===== src/two_wire_regs.svh =====
// Register offsets, field positions and reset values of the two-wire event block
`ifndef TWO_WIRE_REGS_SVH
`define TWO_WIRE_REGS_SVH

// Byte offsets on the register bus
`define EVENT_TASK_SHORTCUTS_OFS 12'h200
`define IRQ_ENABLE_SET_OFS       12'h304
`define IRQ_ENABLE_CLEAR_OFS     12'h308
`define EVENT_STATUS_OFS         12'h310
`define EVENT_STATUS_CLEAR_OFS   12'h314

// Shortcut field positions
`define SC_PAUSE_BIT 0
`define SC_HALT_BIT  1
`define SC_WIDTH     2

// Event bit positions, shared by enable, status and clear registers
`define EV_HALT_DONE_BIT 0
`define EV_RX_READY_BIT  1
`define EV_TX_SENT_BIT   2
`define EV_ERROR_BIT     3
`define EV_BOUNDARY_BIT  4
`define EV_PAUSED_BIT    5
`define EV_COUNT         6

// Reset values
`define SHORTCUTS_RESET  2'h0
`define IRQ_ENABLE_RESET 6'h00

`endif

===== src/two_wire_pkg.sv =====
// Types shared by the two-wire event and interrupt block
package two_wire_pkg;

  // One bit per event source
  typedef logic [5:0] event_vec_t;

  // Register bus answer sequencing
  typedef enum logic {
    apb_idle,
    apb_answer
  } apb_phase_e;

endpackage


===== src/event_flag.sv =====
// Sticky event flag: hardware sets, software clears, set wins
`timescale 1ns/1ps
`default_nettype none

module event_flag (
  // Clock and reset
  input  wire logic pclk,
  input  wire logic presetn,
  // Set and clear strobes
  input  wire logic set,
  input  wire logic clr,
  // Held flag
  output var  logic flag
);

  logic next_flag;  // Next flag value

  // Set has priority over a clear in the same cycle
  always_comb begin
    next_flag = flag;
    if (clr) begin
      next_flag = 1'b0;
    end
    if (set) begin
      next_flag = 1'b1;
    end
  end

  // Flag register
  always_ff @(posedge pclk or negedge presetn) begin
    if (!presetn) begin
      flag <= 1'b0;
    end else begin
      flag <= next_flag;
    end
  end

endmodule

`default_nettype wire


===== src/two_wire_irq_and_shortcut_ctrl.sv =====
// Event-to-task shortcuts and interrupt enables of a two-wire master
// What this block does
// - Boundary event triggers pause when shortcut set
// - Boundary event triggers halt when shortcut set
// - Shortcut register read-write, resets to zero
// - Enable-set register: write one enables event
// - Enable-clear register: write one disables event
// - Six separate enables, reachable through both registers
// - Paused event only after read ack, if requested
// - Both enable registers read zero after reset
// - Boundary event produced before every byte
`timescale 1ns/1ps
`default_nettype none

`include "two_wire_regs.svh"

// Timing seen from outside
// - Bus access phase lasts two cycles; pready is a one-cycle pulse
// - A write lands on the edge that samples pready high
// - Boundary pulse follows byte_start by one cycle
// - Shortcut tasks follow the boundary pulse by one cycle
// - Paused event follows the read ack by one cycle
// - Flags set one cycle after their event, irq one cycle later
// All event inputs are pulses on pclk, so no synchroniser is used

module two_wire_irq_and_shortcut_ctrl #(
  parameter int unsigned ADDR_W = 12  // Register bus address width
) (
  // Clock and reset
  input  wire logic                    pclk,
  input  wire logic                    presetn,
  // Register bus
  input  wire logic                    psel,
  input  wire logic                    penable,
  input  wire logic                    pwrite,
  input  wire logic [ADDR_W-1:0]       paddr,
  input  wire logic [31:0]             pwdata,
  output var  logic [31:0]             prdata,
  output var  logic                    pready,
  output var  logic                    pslverr,
  // Event sources from the serial engine
  input  wire logic                    byte_start,
  input  wire logic                    halt_done_event,
  input  wire logic                    receive_byte_ready_event,
  input  wire logic                    transmit_byte_sent_event,
  input  wire logic                    error_event,
  input  wire logic                    read_ack_done,
  // Explicit task requests
  input  wire logic                    pause_request,
  input  wire logic                    halt_request,
  input  wire logic                    resume_request,
  // Events and tasks toward the serial engine
  output var  logic                    byte_boundary_event,
  output var  logic                    pause_task,
  output var  logic                    halt_task,
  output var  logic                    paused_event,
  // Interrupt side
  output var  two_wire_pkg::event_vec_t event_flags,
  output var  logic                    irq
);
  import two_wire_pkg::*;

  // Register bus state
  apb_phase_e               phase;          // Answer sequencing
  apb_phase_e               next_phase;     // Next answer step

  // Next values of the bus answer registers
  logic [31:0]              next_prdata;    // Read data to present
  logic                     next_pready;
  logic                     next_pslverr;   // Error flag to present

  // Decode and commit strobes
  logic                     addr_hit;       // Address is mapped
  logic                     wr_commit;      // Write takes effect now

  // Control and status state
  logic [`SC_WIDTH-1:0]     shortcuts;      // Shortcut fields
  logic [`SC_WIDTH-1:0]     next_shortcuts;
  event_vec_t               irq_enable;     // Interrupt enables
  event_vec_t               next_irq_enable;
  event_vec_t               flag_clr;       // Status clear strobes
  event_vec_t               event_raw;      // Event pulses into flags

  // Pause tracking between request and read ack
  logic                     pause_pending;  // Pause requested, not yet taken
  logic                     next_pause_pending;

  // Next values of the registered strobes
  logic                     next_boundary;  // Boundary pulse
  logic                     next_pause_task;
  logic                     next_halt_task;
  logic                     next_paused;
  logic                     next_irq;

  // Address decode of the mapped words
  // Exact word match only; any other address answers with an error
  always_comb begin
    case (paddr)
      `EVENT_TASK_SHORTCUTS_OFS: addr_hit = 1'b1;
      `IRQ_ENABLE_SET_OFS:       addr_hit = 1'b1;
      `IRQ_ENABLE_CLEAR_OFS:     addr_hit = 1'b1;
      `EVENT_STATUS_OFS:         addr_hit = 1'b1;
      `EVENT_STATUS_CLEAR_OFS:   addr_hit = 1'b1;
      default:                   addr_hit = 1'b0;
    endcase
  end

  // Write lands on the edge that samples pready high
  // Gating with the answer phase keeps one access from writing twice
  assign wr_commit = (phase == apb_answer) && psel && penable && pwrite && addr_hit;

  // Bus answer: one wait cycle, then pready for one cycle
  // A new access is only taken once the previous answer is gone
  always_comb begin
    next_phase   = phase;
    next_prdata  = prdata;
    next_pready  = 1'b0;
    next_pslverr = 1'b0;
    case (phase)
      apb_idle: begin
        // Access phase seen: prepare the answer
        if (psel && penable) begin
          next_phase   = apb_answer;
          next_pready  = 1'b1;
          next_pslverr = !addr_hit;
          // Writes and unmapped reads answer zero
          next_prdata  = 32'h0000_0000;
          // Read data captured now, shown together with pready
          if (!pwrite) begin
            case (paddr)
              // Shortcut fields read back as written
              `EVENT_TASK_SHORTCUTS_OFS: next_prdata = 32'(shortcuts);
              // Both enable words show the same state
              `IRQ_ENABLE_SET_OFS:       next_prdata = 32'(irq_enable);
              `IRQ_ENABLE_CLEAR_OFS:     next_prdata = 32'(irq_enable);
              // Sticky status of all events
              `EVENT_STATUS_OFS:         next_prdata = 32'(event_flags);
              // Clear word is write-only
              default:                   next_prdata = 32'h0000_0000;
            endcase
          end
        end
      end
      apb_answer: begin
        // Answer taken, drop pready
        // Master releases psel and penable after this edge
        next_phase = apb_idle;
      end
      default: begin
        next_phase = apb_idle;
      end
    endcase
  end

  // Bus answer registers
  // prdata keeps its value between answers
  always_ff @(posedge pclk or negedge presetn) begin
    if (!presetn) begin
      phase   <= apb_idle;
      prdata  <= 32'h0000_0000;
      pready  <= 1'b0;
      pslverr <= 1'b0;
    end else begin
      phase   <= next_phase;
      prdata  <= next_prdata;
      pready  <= next_pready;
      pslverr <= next_pslverr;
    end
  end

  // Software writes to shortcut and enable words
  // Enable words act bitwise so other enables stay untouched
  always_comb begin
    next_shortcuts  = shortcuts;
    next_irq_enable = irq_enable;
    flag_clr        = '0;
    // Unmapped writes change nothing; pslverr reports them
    if (wr_commit) begin
      case (paddr)
        // Plain read-write shortcut fields
        `EVENT_TASK_SHORTCUTS_OFS: begin
          next_shortcuts = pwdata[`SC_WIDTH-1:0];
        end
        // Ones set enables, zeros leave them
        `IRQ_ENABLE_SET_OFS: begin
          next_irq_enable = irq_enable | pwdata[`EV_COUNT-1:0];
        end
        // Ones clear enables, zeros leave them
        `IRQ_ENABLE_CLEAR_OFS: begin
          next_irq_enable = irq_enable & ~pwdata[`EV_COUNT-1:0];
        end
        // Ones clear sticky flags
        `EVENT_STATUS_CLEAR_OFS: begin
          flag_clr = pwdata[`EV_COUNT-1:0];
        end
        // Status word ignores writes
        default: begin
          flag_clr = '0;
        end
      endcase
    end
  end

  // Control registers
  // Both shortcuts and all enables start cleared
  always_ff @(posedge pclk or negedge presetn) begin
    if (!presetn) begin
      shortcuts  <= `SHORTCUTS_RESET;
      irq_enable <= `IRQ_ENABLE_RESET;
    end else begin
      shortcuts  <= next_shortcuts;
      irq_enable <= next_irq_enable;
    end
  end

  // Events, shortcut tasks and pause tracking
  always_comb begin
    // Boundary pulse ahead of each byte
    next_boundary = byte_start;
    // A request together with a boundary still gives one task
    // Boundary fires pause only when its shortcut is on
    next_pause_task = pause_request
                      || (byte_boundary_event && shortcuts[`SC_PAUSE_BIT]);
    // Boundary fires halt only when its shortcut is on
    next_halt_task = halt_request
                     || (byte_boundary_event && shortcuts[`SC_HALT_BIT]);
    // A pause armed in this very cycle waits for the next ack
    // Paused only after a read ack with a pause already pending
    next_paused = read_ack_done && pause_pending;
    next_pause_pending = pause_pending;
    // Pending pause ends when taken or resumed
    if (next_paused || resume_request) begin
      next_pause_pending = 1'b0;
    end
    // Resume and a new pause in one cycle: the pause stays armed
    // A new pause task arms the pending state
    if (pause_task) begin
      next_pause_pending = 1'b1;
    end
  end

  // Event and task registers
  // Every task and event output is a one-cycle strobe
  always_ff @(posedge pclk or negedge presetn) begin
    if (!presetn) begin
      byte_boundary_event <= 1'b0;
      pause_task          <= 1'b0;
      halt_task           <= 1'b0;
      paused_event        <= 1'b0;
      pause_pending       <= 1'b0;
    end else begin
      byte_boundary_event <= next_boundary;
      pause_task          <= next_pause_task;
      halt_task           <= next_halt_task;
      paused_event        <= next_paused;
      pause_pending       <= next_pause_pending;
    end
  end

  // Event pulses routed to their flag positions
  // Same bit layout as the enable registers
  always_comb begin
    event_raw                    = '0;
    event_raw[`EV_HALT_DONE_BIT] = halt_done_event;
    event_raw[`EV_RX_READY_BIT]  = receive_byte_ready_event;
    event_raw[`EV_TX_SENT_BIT]   = transmit_byte_sent_event;
    event_raw[`EV_ERROR_BIT]     = error_event;
    event_raw[`EV_BOUNDARY_BIT]  = byte_boundary_event;
    event_raw[`EV_PAUSED_BIT]    = paused_event;
  end

  // One sticky flag per event
  // A software clear that meets its event loses to the event
  for (genvar i = 0; i < `EV_COUNT; i++) begin : g_flag
    event_flag u_flag (
      .pclk    (pclk),
      .presetn (presetn),
      .set     (event_raw[i]),
      .clr     (flag_clr[i]),
      .flag    (event_flags[i])
    );
  end

  // Interrupt level from enabled flags
  // Clearing an enable or a flag drops irq one cycle later
  always_comb begin
    next_irq = |(event_flags & irq_enable);
  end

  // Interrupt register
  // Registered so the line never glitches while flags change
  always_ff @(posedge pclk or negedge presetn) begin
    if (!presetn) begin
      irq <= 1'b0;
    end else begin
      irq <= next_irq;
    end
  end

endmodule

`default_nettype wire


===== config.mk =====
export PLATFORM = sky130hd
export DESIGN_NAME = two_wire_irq_and_shortcut_ctrl
export DESIGN_NICKNAME = d
export VERILOG_FILES = /design/src/two_wire_pkg.sv /design/src/event_flag.sv /design/src/two_wire_irq_and_shortcut_ctrl.sv
export VERILOG_INCLUDE_DIRS = /design/src
export SDC_FILE = /design/constraint.sdc
export NUM_CORES = 1
export LEC_CHECK = 0
export ABC_AREA = 1
export BUFFER_PORTS_ARGS = -buffer_cell sky130_fd_sc_hd__buf_2
export CAP_MARGIN = 10
export CORE_MARGIN = 1
export CORE_UTILIZATION = 41
export CTS_BUF_LIST = sky130_fd_sc_hd__clkbuf_2 sky130_fd_sc_hd__clkbuf_4 sky130_fd_sc_hd__clkbuf_8
export DETAILED_ROUTE_END_ITERATION = 8
export GPL_TIMING_DRIVEN = 0
export PLACE_DENSITY = 0.81
export SETUP_SLACK_MARGIN = 0.5
export SLEW_MARGIN = 20
export SYNTH_ARGS = -nofsm -noshare
export SYNTH_HDL_FRONTEND = slang
export SYNTH_SLANG_ARGS = --single-unit
export TNS_END_PERCENT = 20

===== constraint.sdc =====
create_clock -name pclk -period 1.05 [get_ports pclk]
set_input_delay 0.21 -clock pclk [delete_from_list [all_inputs] [get_ports pclk]]
set_output_delay 0.21 -clock pclk [all_outputs]
set_load 0.01 [all_outputs]

==> results.md, run 1 <==
* Outcome: finished with violations
* Violated checks: hold timing, setup timing
* Drt pass-1 iters at 4
* Crit-path max cell delay at 0.43 ns
* Final worst path period need at approximately 1.2 ns
* PortBufs at 50
* Final WS setup at -0.157 ns
* Max Slew Vio Count at 0
* Setup TNS at -2.42 ns
* Initial antenna violation count at 0
* Diode count at 0
* Fmax at 829 MHz
* Sequential fraction of the synthesis area at 38.9%
* Synth warn at 0
* Row count at 23
* Chip Height at 68.3 um
* Post-route insts no fill at 377
* Unique masters post-synth at 24
* IO Pins at approximately 100
* Vias in the first global route at 1,421
* Pwr dens at 889 nW/um^2
* Grt total ovfl at 0
* Post-Syn Area at 1800 sq um
* Final hold viol count at 28
* GRT Util Overall at 17.9%
* Sw frac at 23.1%
* Final ANT Viol Nets at 0
* P_int at 1.78 mW
* Seq cells post-synth at 28
* Clock Sinks at 28
* Relative slew slack at 59.8%
* Full die area at 4670 sq um
* Largest net degree at the start of global routing at 29
* Max-cap violations at 0
* Crit path kind: register to register
* RSZ-0062 raised after global routing: true
* CTS buffer count at 3
* Core Region at 4120 sq um
* Iteration-0 DRC count of the detailed router at between 100 and 150
* GR peak layer: met2
* Most used cell along the critical path: nand2_1
* CP Max Fanout at 5
* Initial Util at 43.8%
* Leading cell type in the layout, fill and taps excluded: nand2_1
* Worst hold margin at -0.0790 ns
* First-pass GRT wire length at 6110 um
* Worst-Margin Slew at 0.603 ns
* Worst path required time at approximately 1.2 ns
* GP Congestion at 0.939
* M1 GR Usage at 22.3%
* Synthesized area per cell at 7.58 sq um
* Drt total wl at 4080 um
* Crit path cell chain: nand3_2 > nor2_4 > buf_6 > nand3_1 > nand2_1 > nand2_1
* Vias per Instance at 4.41
* Final HPWL DP at 2910 um
* Post-route DRC violation count at 0
* Vias at between 1,500 and 2,000
* Crit share post-route at 115%
* CP Launch Type: register
* Fillcell total at 369
* Crit end category: register
* Cell total after placement at between 300 and 400
* Worst-path clk slew at approximately 0.09 ns
* Die X at 68.3 um
* Crit path DAT at 1.38 ns
* Met2 Track Usage GR at 31.3%
* Count of final setup violators at 22
* CTS HTree Levels at 1
* Clock skew at 0.00815 ns
* Clk buf depth at 2
* Final #Nets at just under 400
* Area Overhead vs Synth at 44.6%
* Comb power frac at about 16%
* CP max stage cell: dfrtp_1
* NetSw at ~540 uW
* Hold crit path type: primary input to asynchronous set/reset pin
* P_leak at about 1.5 nW
* Power share of the sequential group at 47.6%
* TritonCTS clock tree: done
* Synth Instances at 238
* Clock Power Share at 36.5%
* Most frequent cells in the layout: nand2_1 (51), buf_4 (38), inv_1 (34), buf_2 (34), dfrtp_1 (28)
* Peak VDD IR at about 950 uV
* Pre-CTS setup slack at -0.482 ns
* Clock root buffer: clkbuf_8
* Worst skew pair latency at 0.28 ns
* Routed len/inst at 10.8 um
* Met3 GRT Util at 4.50%
* Share of cells above drive strength 1 at 46.8%
[worst paths after layout]
kind	from	end	slack, ns	cells after the start
worst min-delay path	presetn	pslverr	-0.08	1
worst max register to register	phase	g_flag[1].u_flag.flag	-0.16	6
worst max-delay path	phase	g_flag[1].u_flag.flag	-0.16	6
min in group pclk	byte_start	byte_boundary_event	0.03	1
worst min register to register	pause_task	pause_pending	0.47	1
max in group asynchronous	presetn	asynchronous set/reset pin	0.72	1
[cell usage after synthesis]
cell type / n / share of area [%]
o21bai_1: 2 / 0.83
a221oi_1: 1 / 0.49
nor3_1: 1 / 0.28
dfrtp_1: 28 / 39
nand2_2: 8 / 2.8
nand2_4: 2 / 1.2
nand3_1: 10 / 2.8
conb_1: 1 / 0.21
nor2_2: 6 / 2.1
nor2_1: 7 / 1.5
nand2_1: 55 / 11
a21oi_1: 2 / 0.56
nand4_1: 13 / 4.5
o221ai_1: 1 / 0.49
nand3_4: 1 / 0.97
nor2_4: 4 / 2.5
buf_4: 33 / 14
o21ai_1: 2 / 0.56
o21ai_0: 6 / 1.7
inv_1: 43 / 9.0
buf_6: 1 / 0.62
a31o_2: 1 / 0.49
inv_2: 7 / 1.5
o22ai_1: 3 / 1.0
[worst max-delay path, delay by kind of cell, from the launching register on]
family	cells	cell delay (ns)
AND/OR/NAND/NOR	5	0.51
flip-flops	1	0.43
buffers and inverters	1	0.15
[metal layers]
metal  wire length (um)  share of wire (%)
met1               1650                 41
met2               2080                 51
met3                279                6.8
met4                 60                1.5
met5                  0                  0
[stage by stage]
stage | power (mW) | hold slack [ns] | area (sq um) | utilization (%)
floorplan | 1.32 | -0.0856 | 1940 | -
global placement | 1.44 | 0.260 | 2250 | 54.7
detailed placement | 1.44 | 0.267 | 2250 | 54.7
CTS | 2.31 | -0.0402 | 2490 | 60.4
global route | 2.42 | -0.0265 | 2610 | 63.4
finish | 2.32 | -0.0790 | 2610 | 63.4
[power by group through the flow]
stage / combinational, mW / sequential (mW) / clock [mW]
floorplan: 0.189 / 1.13 / 0
global placement: 0.316 / 1.12 / 0
detailed placement: 0.321 / 1.12 / 0
CTS: 0.345 / 1.10 / 0.860
global route: 0.413 / 1.10 / 0.907
finish: 0.370 / 1.10 / 0.845
[what timing repair did]
action,in CTS,in global routing
gates resized for setup,30,26
endpoints found under the hold margin,28,28
buffers inserted,6,3
pin swaps,21,21
gates cloned,1,0
endpoints found under the setup margin,46,46
[area by class of cell]
class                      count  area, sq um  share of cell area, %
tap                           50         62.6                   2.40
multi-input combinational    151          867                   33.3
sequential                    28          701                   26.9
buffer                        34          274                   10.5
timing repair buffer          60          442                   16.9
clock inverter                 1         30.0                   1.15
clock buffer                   3         41.3                   1.58
inverter                      50          190                   7.29
[logic make-up (layout without fill, tap and decap cells)]
kind of cell	count (synthesis)	in the layout	share of synthesized area [%]
buffers and inverters	84	148	24.8
DFF	28	28	38.9
other	1	26	0.208
AOI/OAI and AO/OA	18	18	6.11
and+or+nand+nor	107	107	30.0
Power figures use the tool's default switching activity.
==> run 2, diff against run 1 <==
clock period = 1.1 ns   (was 1.05 ns; I/O delays follow)
==> run 2 against run 1 <==
The run still ends with hold timing, setup timing left. Global-route usage is 1.5 points higher. Via count is 0.48% higher. Register-to-register slack better by 0.09 ns. Wire length is 3.5% higher. Cell count is 0.53% lower. Combinational power is 4% lower. Non-clock buffer count is 1 lower. Core utilization is 2.1 points lower. Critical path type is now primary input to register.
==> results.md, run 2 (synthesized netlist as in run 1, its figures left out) <==
* Outcome: finished with violations (unchanged)
* Violated checks: hold timing, setup timing (unchanged)
* Iteration-0 DRC count of the detailed router at 83 (was 132)
* Crit-path max cell delay at 0.16 ns (was 0.43 ns)
* Worst hold margin at -0.0570 ns (was -0.0790 ns)
* Diode count at 0 (unchanged)
* Row count at 23 (unchanged)
* CP Max Fanout at 5 (unchanged)
* Clock Sinks at 28 (unchanged)
* Crit path cell chain: buf_8 > nor2_4 > nand2_2 > nor2_4 > nand2_4 > nand2_4 > nor2_4 > nor2_4 > buf_6 > nand4_1 > nand2_1 > inv_1 (was nand3_2 > nor2_4 > buf_6 > nand3_1 > nand2_1 > nand2_1)
* GRT Util Overall at 19.4% (was 17.9%)
* Chip Height at 68.3 um (unchanged)
* First-pass GRT wire length at 6660 um (was 6110 um)
* CP max stage cell: nor2_4 (was dfrtp_1)
* Relative slew slack at 60.1% (was 59.8%)
* Drt total wl at 4220 um (was 4080 um)
* Peak VDD IR at 492 uV (was 955 uV)
* Drt pass-1 iters at 4 (unchanged)
* Pwr dens at 771 nW/um^2 (was 889 nW/um^2)
* Final #Nets at 385 (was 386)
* Area Overhead vs Synth at 39.9% (was 44.6%)
* NetSw at 487 uW (was 536 uW)
* Clock skew at 0.00258 ns (was 0.00815 ns)
* Clk buf depth at 2 (unchanged)
* Comb power frac at 18.2% (was 16.0%)
* P_int at 1.46 mW (was 1.78 mW)
* Initial Util at 43.8% (unchanged)
* Post-route DRC violation count at 0 (unchanged)
* P_leak at 1.44 nW (was 1.48 nW)
* Placed cell area at 2250 sq um (unchanged)
* Power share of the sequential group at 54.0% (was 47.6%)
* Worst-Margin Slew at 0.598 ns (was 0.603 ns)
* Vias at 1,671 (was 1,663)
* Post-route insts no fill at 375 (was 377)
* Crit end category: register (unchanged)
* CTS buffer count at 3 (unchanged)
* Final hold viol count at 28 (unchanged)
* IO Pins at 103 (unchanged)
* Die X at 68.3 um (unchanged)
* Worst path required time at 1.27 ns (was 1.22 ns)
* Hold crit path type: primary input to asynchronous set/reset pin (unchanged)
* Final ANT Viol Nets at 0 (unchanged)
* Fillcell total at 366 (was 369)
* CTS HTree Levels at 1 (unchanged)
* Max Slew Vio Count at 0 (unchanged)
* Vias per Instance at 4.46 (was 4.41)
* Final HPWL DP at 3150 um (was 2910 um)
* Most used cell along the critical path: nor2_4 (was nand2_1)
* Share of cells above drive strength 1 at 45.5% (was 46.8%)
* Sw frac at 25.1% (was 23.1%)
* GP Congestion at 0.941 (was 0.939)
* Grt total ovfl at 0 (unchanged)
* Worst-path clk slew at 0.09 ns (about the same)
* Routed len/inst at 11.3 um (was 10.8 um)
* Cell total after placement at 363 (unchanged)
* Final WS setup at -0.116 ns (was -0.157 ns)
* Final worst path period need at 1.22 ns
* Crit path kind: primary input to register (was register to register)
* Finished Cell Area at 2520 sq um (was 2610 sq um)
* CP Launch Type: primary input (was register)
* Initial antenna violation count at 0 (unchanged)
* Largest net degree at the start of global routing at 29 (unchanged)
* TritonCTS clock tree: done (unchanged)
* Max-cap violations at 0 (unchanged)
* Leading cell type in the layout, fill and taps excluded: nand2_1 (unchanged)
* Vias in the first global route at 1,555 (was 1,421)
* PortBufs at 50 (unchanged)
* Clock Power Share at 27.8% (was 36.5%)
* Full die area at 4670 sq um (unchanged)
* Clock root buffer: clkbuf_8 (unchanged)
* Crit share post-route at 111%
* Count of final setup violators at 20 (was 22)
* Worst skew pair latency at 0.27 ns (was 0.28 ns)
* Fmax at 822 MHz
* Most frequent cells in the layout: nand2_1 (51), buf_4 (43), buf_2 (36) (was nand2_1 (51), buf_4 (38), inv_1 (34), buf_2 (34), dfrtp_1 (28))
* Crit path DAT at 1.39 ns (was 1.38 ns)
* Core Region at 4120 sq um (unchanged)
* RSZ-0062 raised after global routing: true (unchanged)
run 2: changes by cell type in the layout (fill, tap and decap cells not counted), sizes merged:
| cell | change |
|---|---|
| buf | -1 |
| bufinv | -1 |
run 2: path summary, 6_finish.rpt:
path / from / endpoint / slack, ns / cells past startpoint
min in group pclk: byte_start / byte_boundary_event / 0.05 / 1
max in group asynchronous: presetn / g_flag[1].u_flag.flag / 0.76 / 1
hold reg to reg: paused_event / g_flag[5].u_flag.flag / 0.47 / 2
setup / recovery: paddr[11] / register / -0.12 / 12
hold / removal: presetn / prdata[3] / -0.06 / 1
setup reg to reg: phase / register / -0.07 / 6
run 2: through the flow:
stage	setup TNS [ns]	util [%]	power [mW]	worst slack [ns]
floorplan	-0.830	-	1.26	-0.0875
global placement	-6.19	54.7	1.37	-0.453
detailed placement	-7.40	54.7	1.38	-0.551
CTS	-0.982	59.3	1.94	-0.0918
global route	-2.97	61.3	2.05	-0.186
finish	-1.42	61.3	1.95	-0.116
run 2: power groups by stage:
stage          Combinational (mW)  Clock [mW]  Sequential, mW
4_1_cts                     0.335       0.551            1.05
3_5_place_dp                0.307           0            1.07
2_1_floorplan               0.180           0            1.08
6_report                    0.355       0.540            1.05
5_1_grt                     0.398       0.599            1.05
3_3_place_gp                0.301           0            1.07
run 2: repair_timing:
item | 4_1_cts | 5_1_grt
hold endpoints to repair | 28 | 22
setup buffers | 6 | 2
resized for setup | 31 | 23
setup endpoints to repair | 46 | 46
pin swaps | 13 | 24
cloned | 1 | 0
run 2: final cells by class:
cell class | instances | area, sq um | area share (%)
multi-input cells | 151 | 853 | 33.8
flip-flops and latches | 28 | 701 | 27.8
repair buffers | 59 | 409 | 16.2
plain buffers | 34 | 263 | 10.4
inverters | 50 | 193 | 7.64
well taps | 50 | 62.6 | 2.48
clock buffers | 3 | 41.3 | 1.64
run 2: per-layer routing:
layer	global-route usage [%]	vias up	routed length [um]
li1	-	852	-
met1	23.5	723	1640
met2	33.1	80	2100
met3	3.67	16	328
met4	8.85	0	161
met5	0	-	0
run 2: worst max-delay path, delay by kind of cell:
| kind | cells | cell delay (ns) |
|---|---|---|
| and+or+nand+nor | 9 | 0.86 |
| buffers and inverters | 3 | 0.29 |
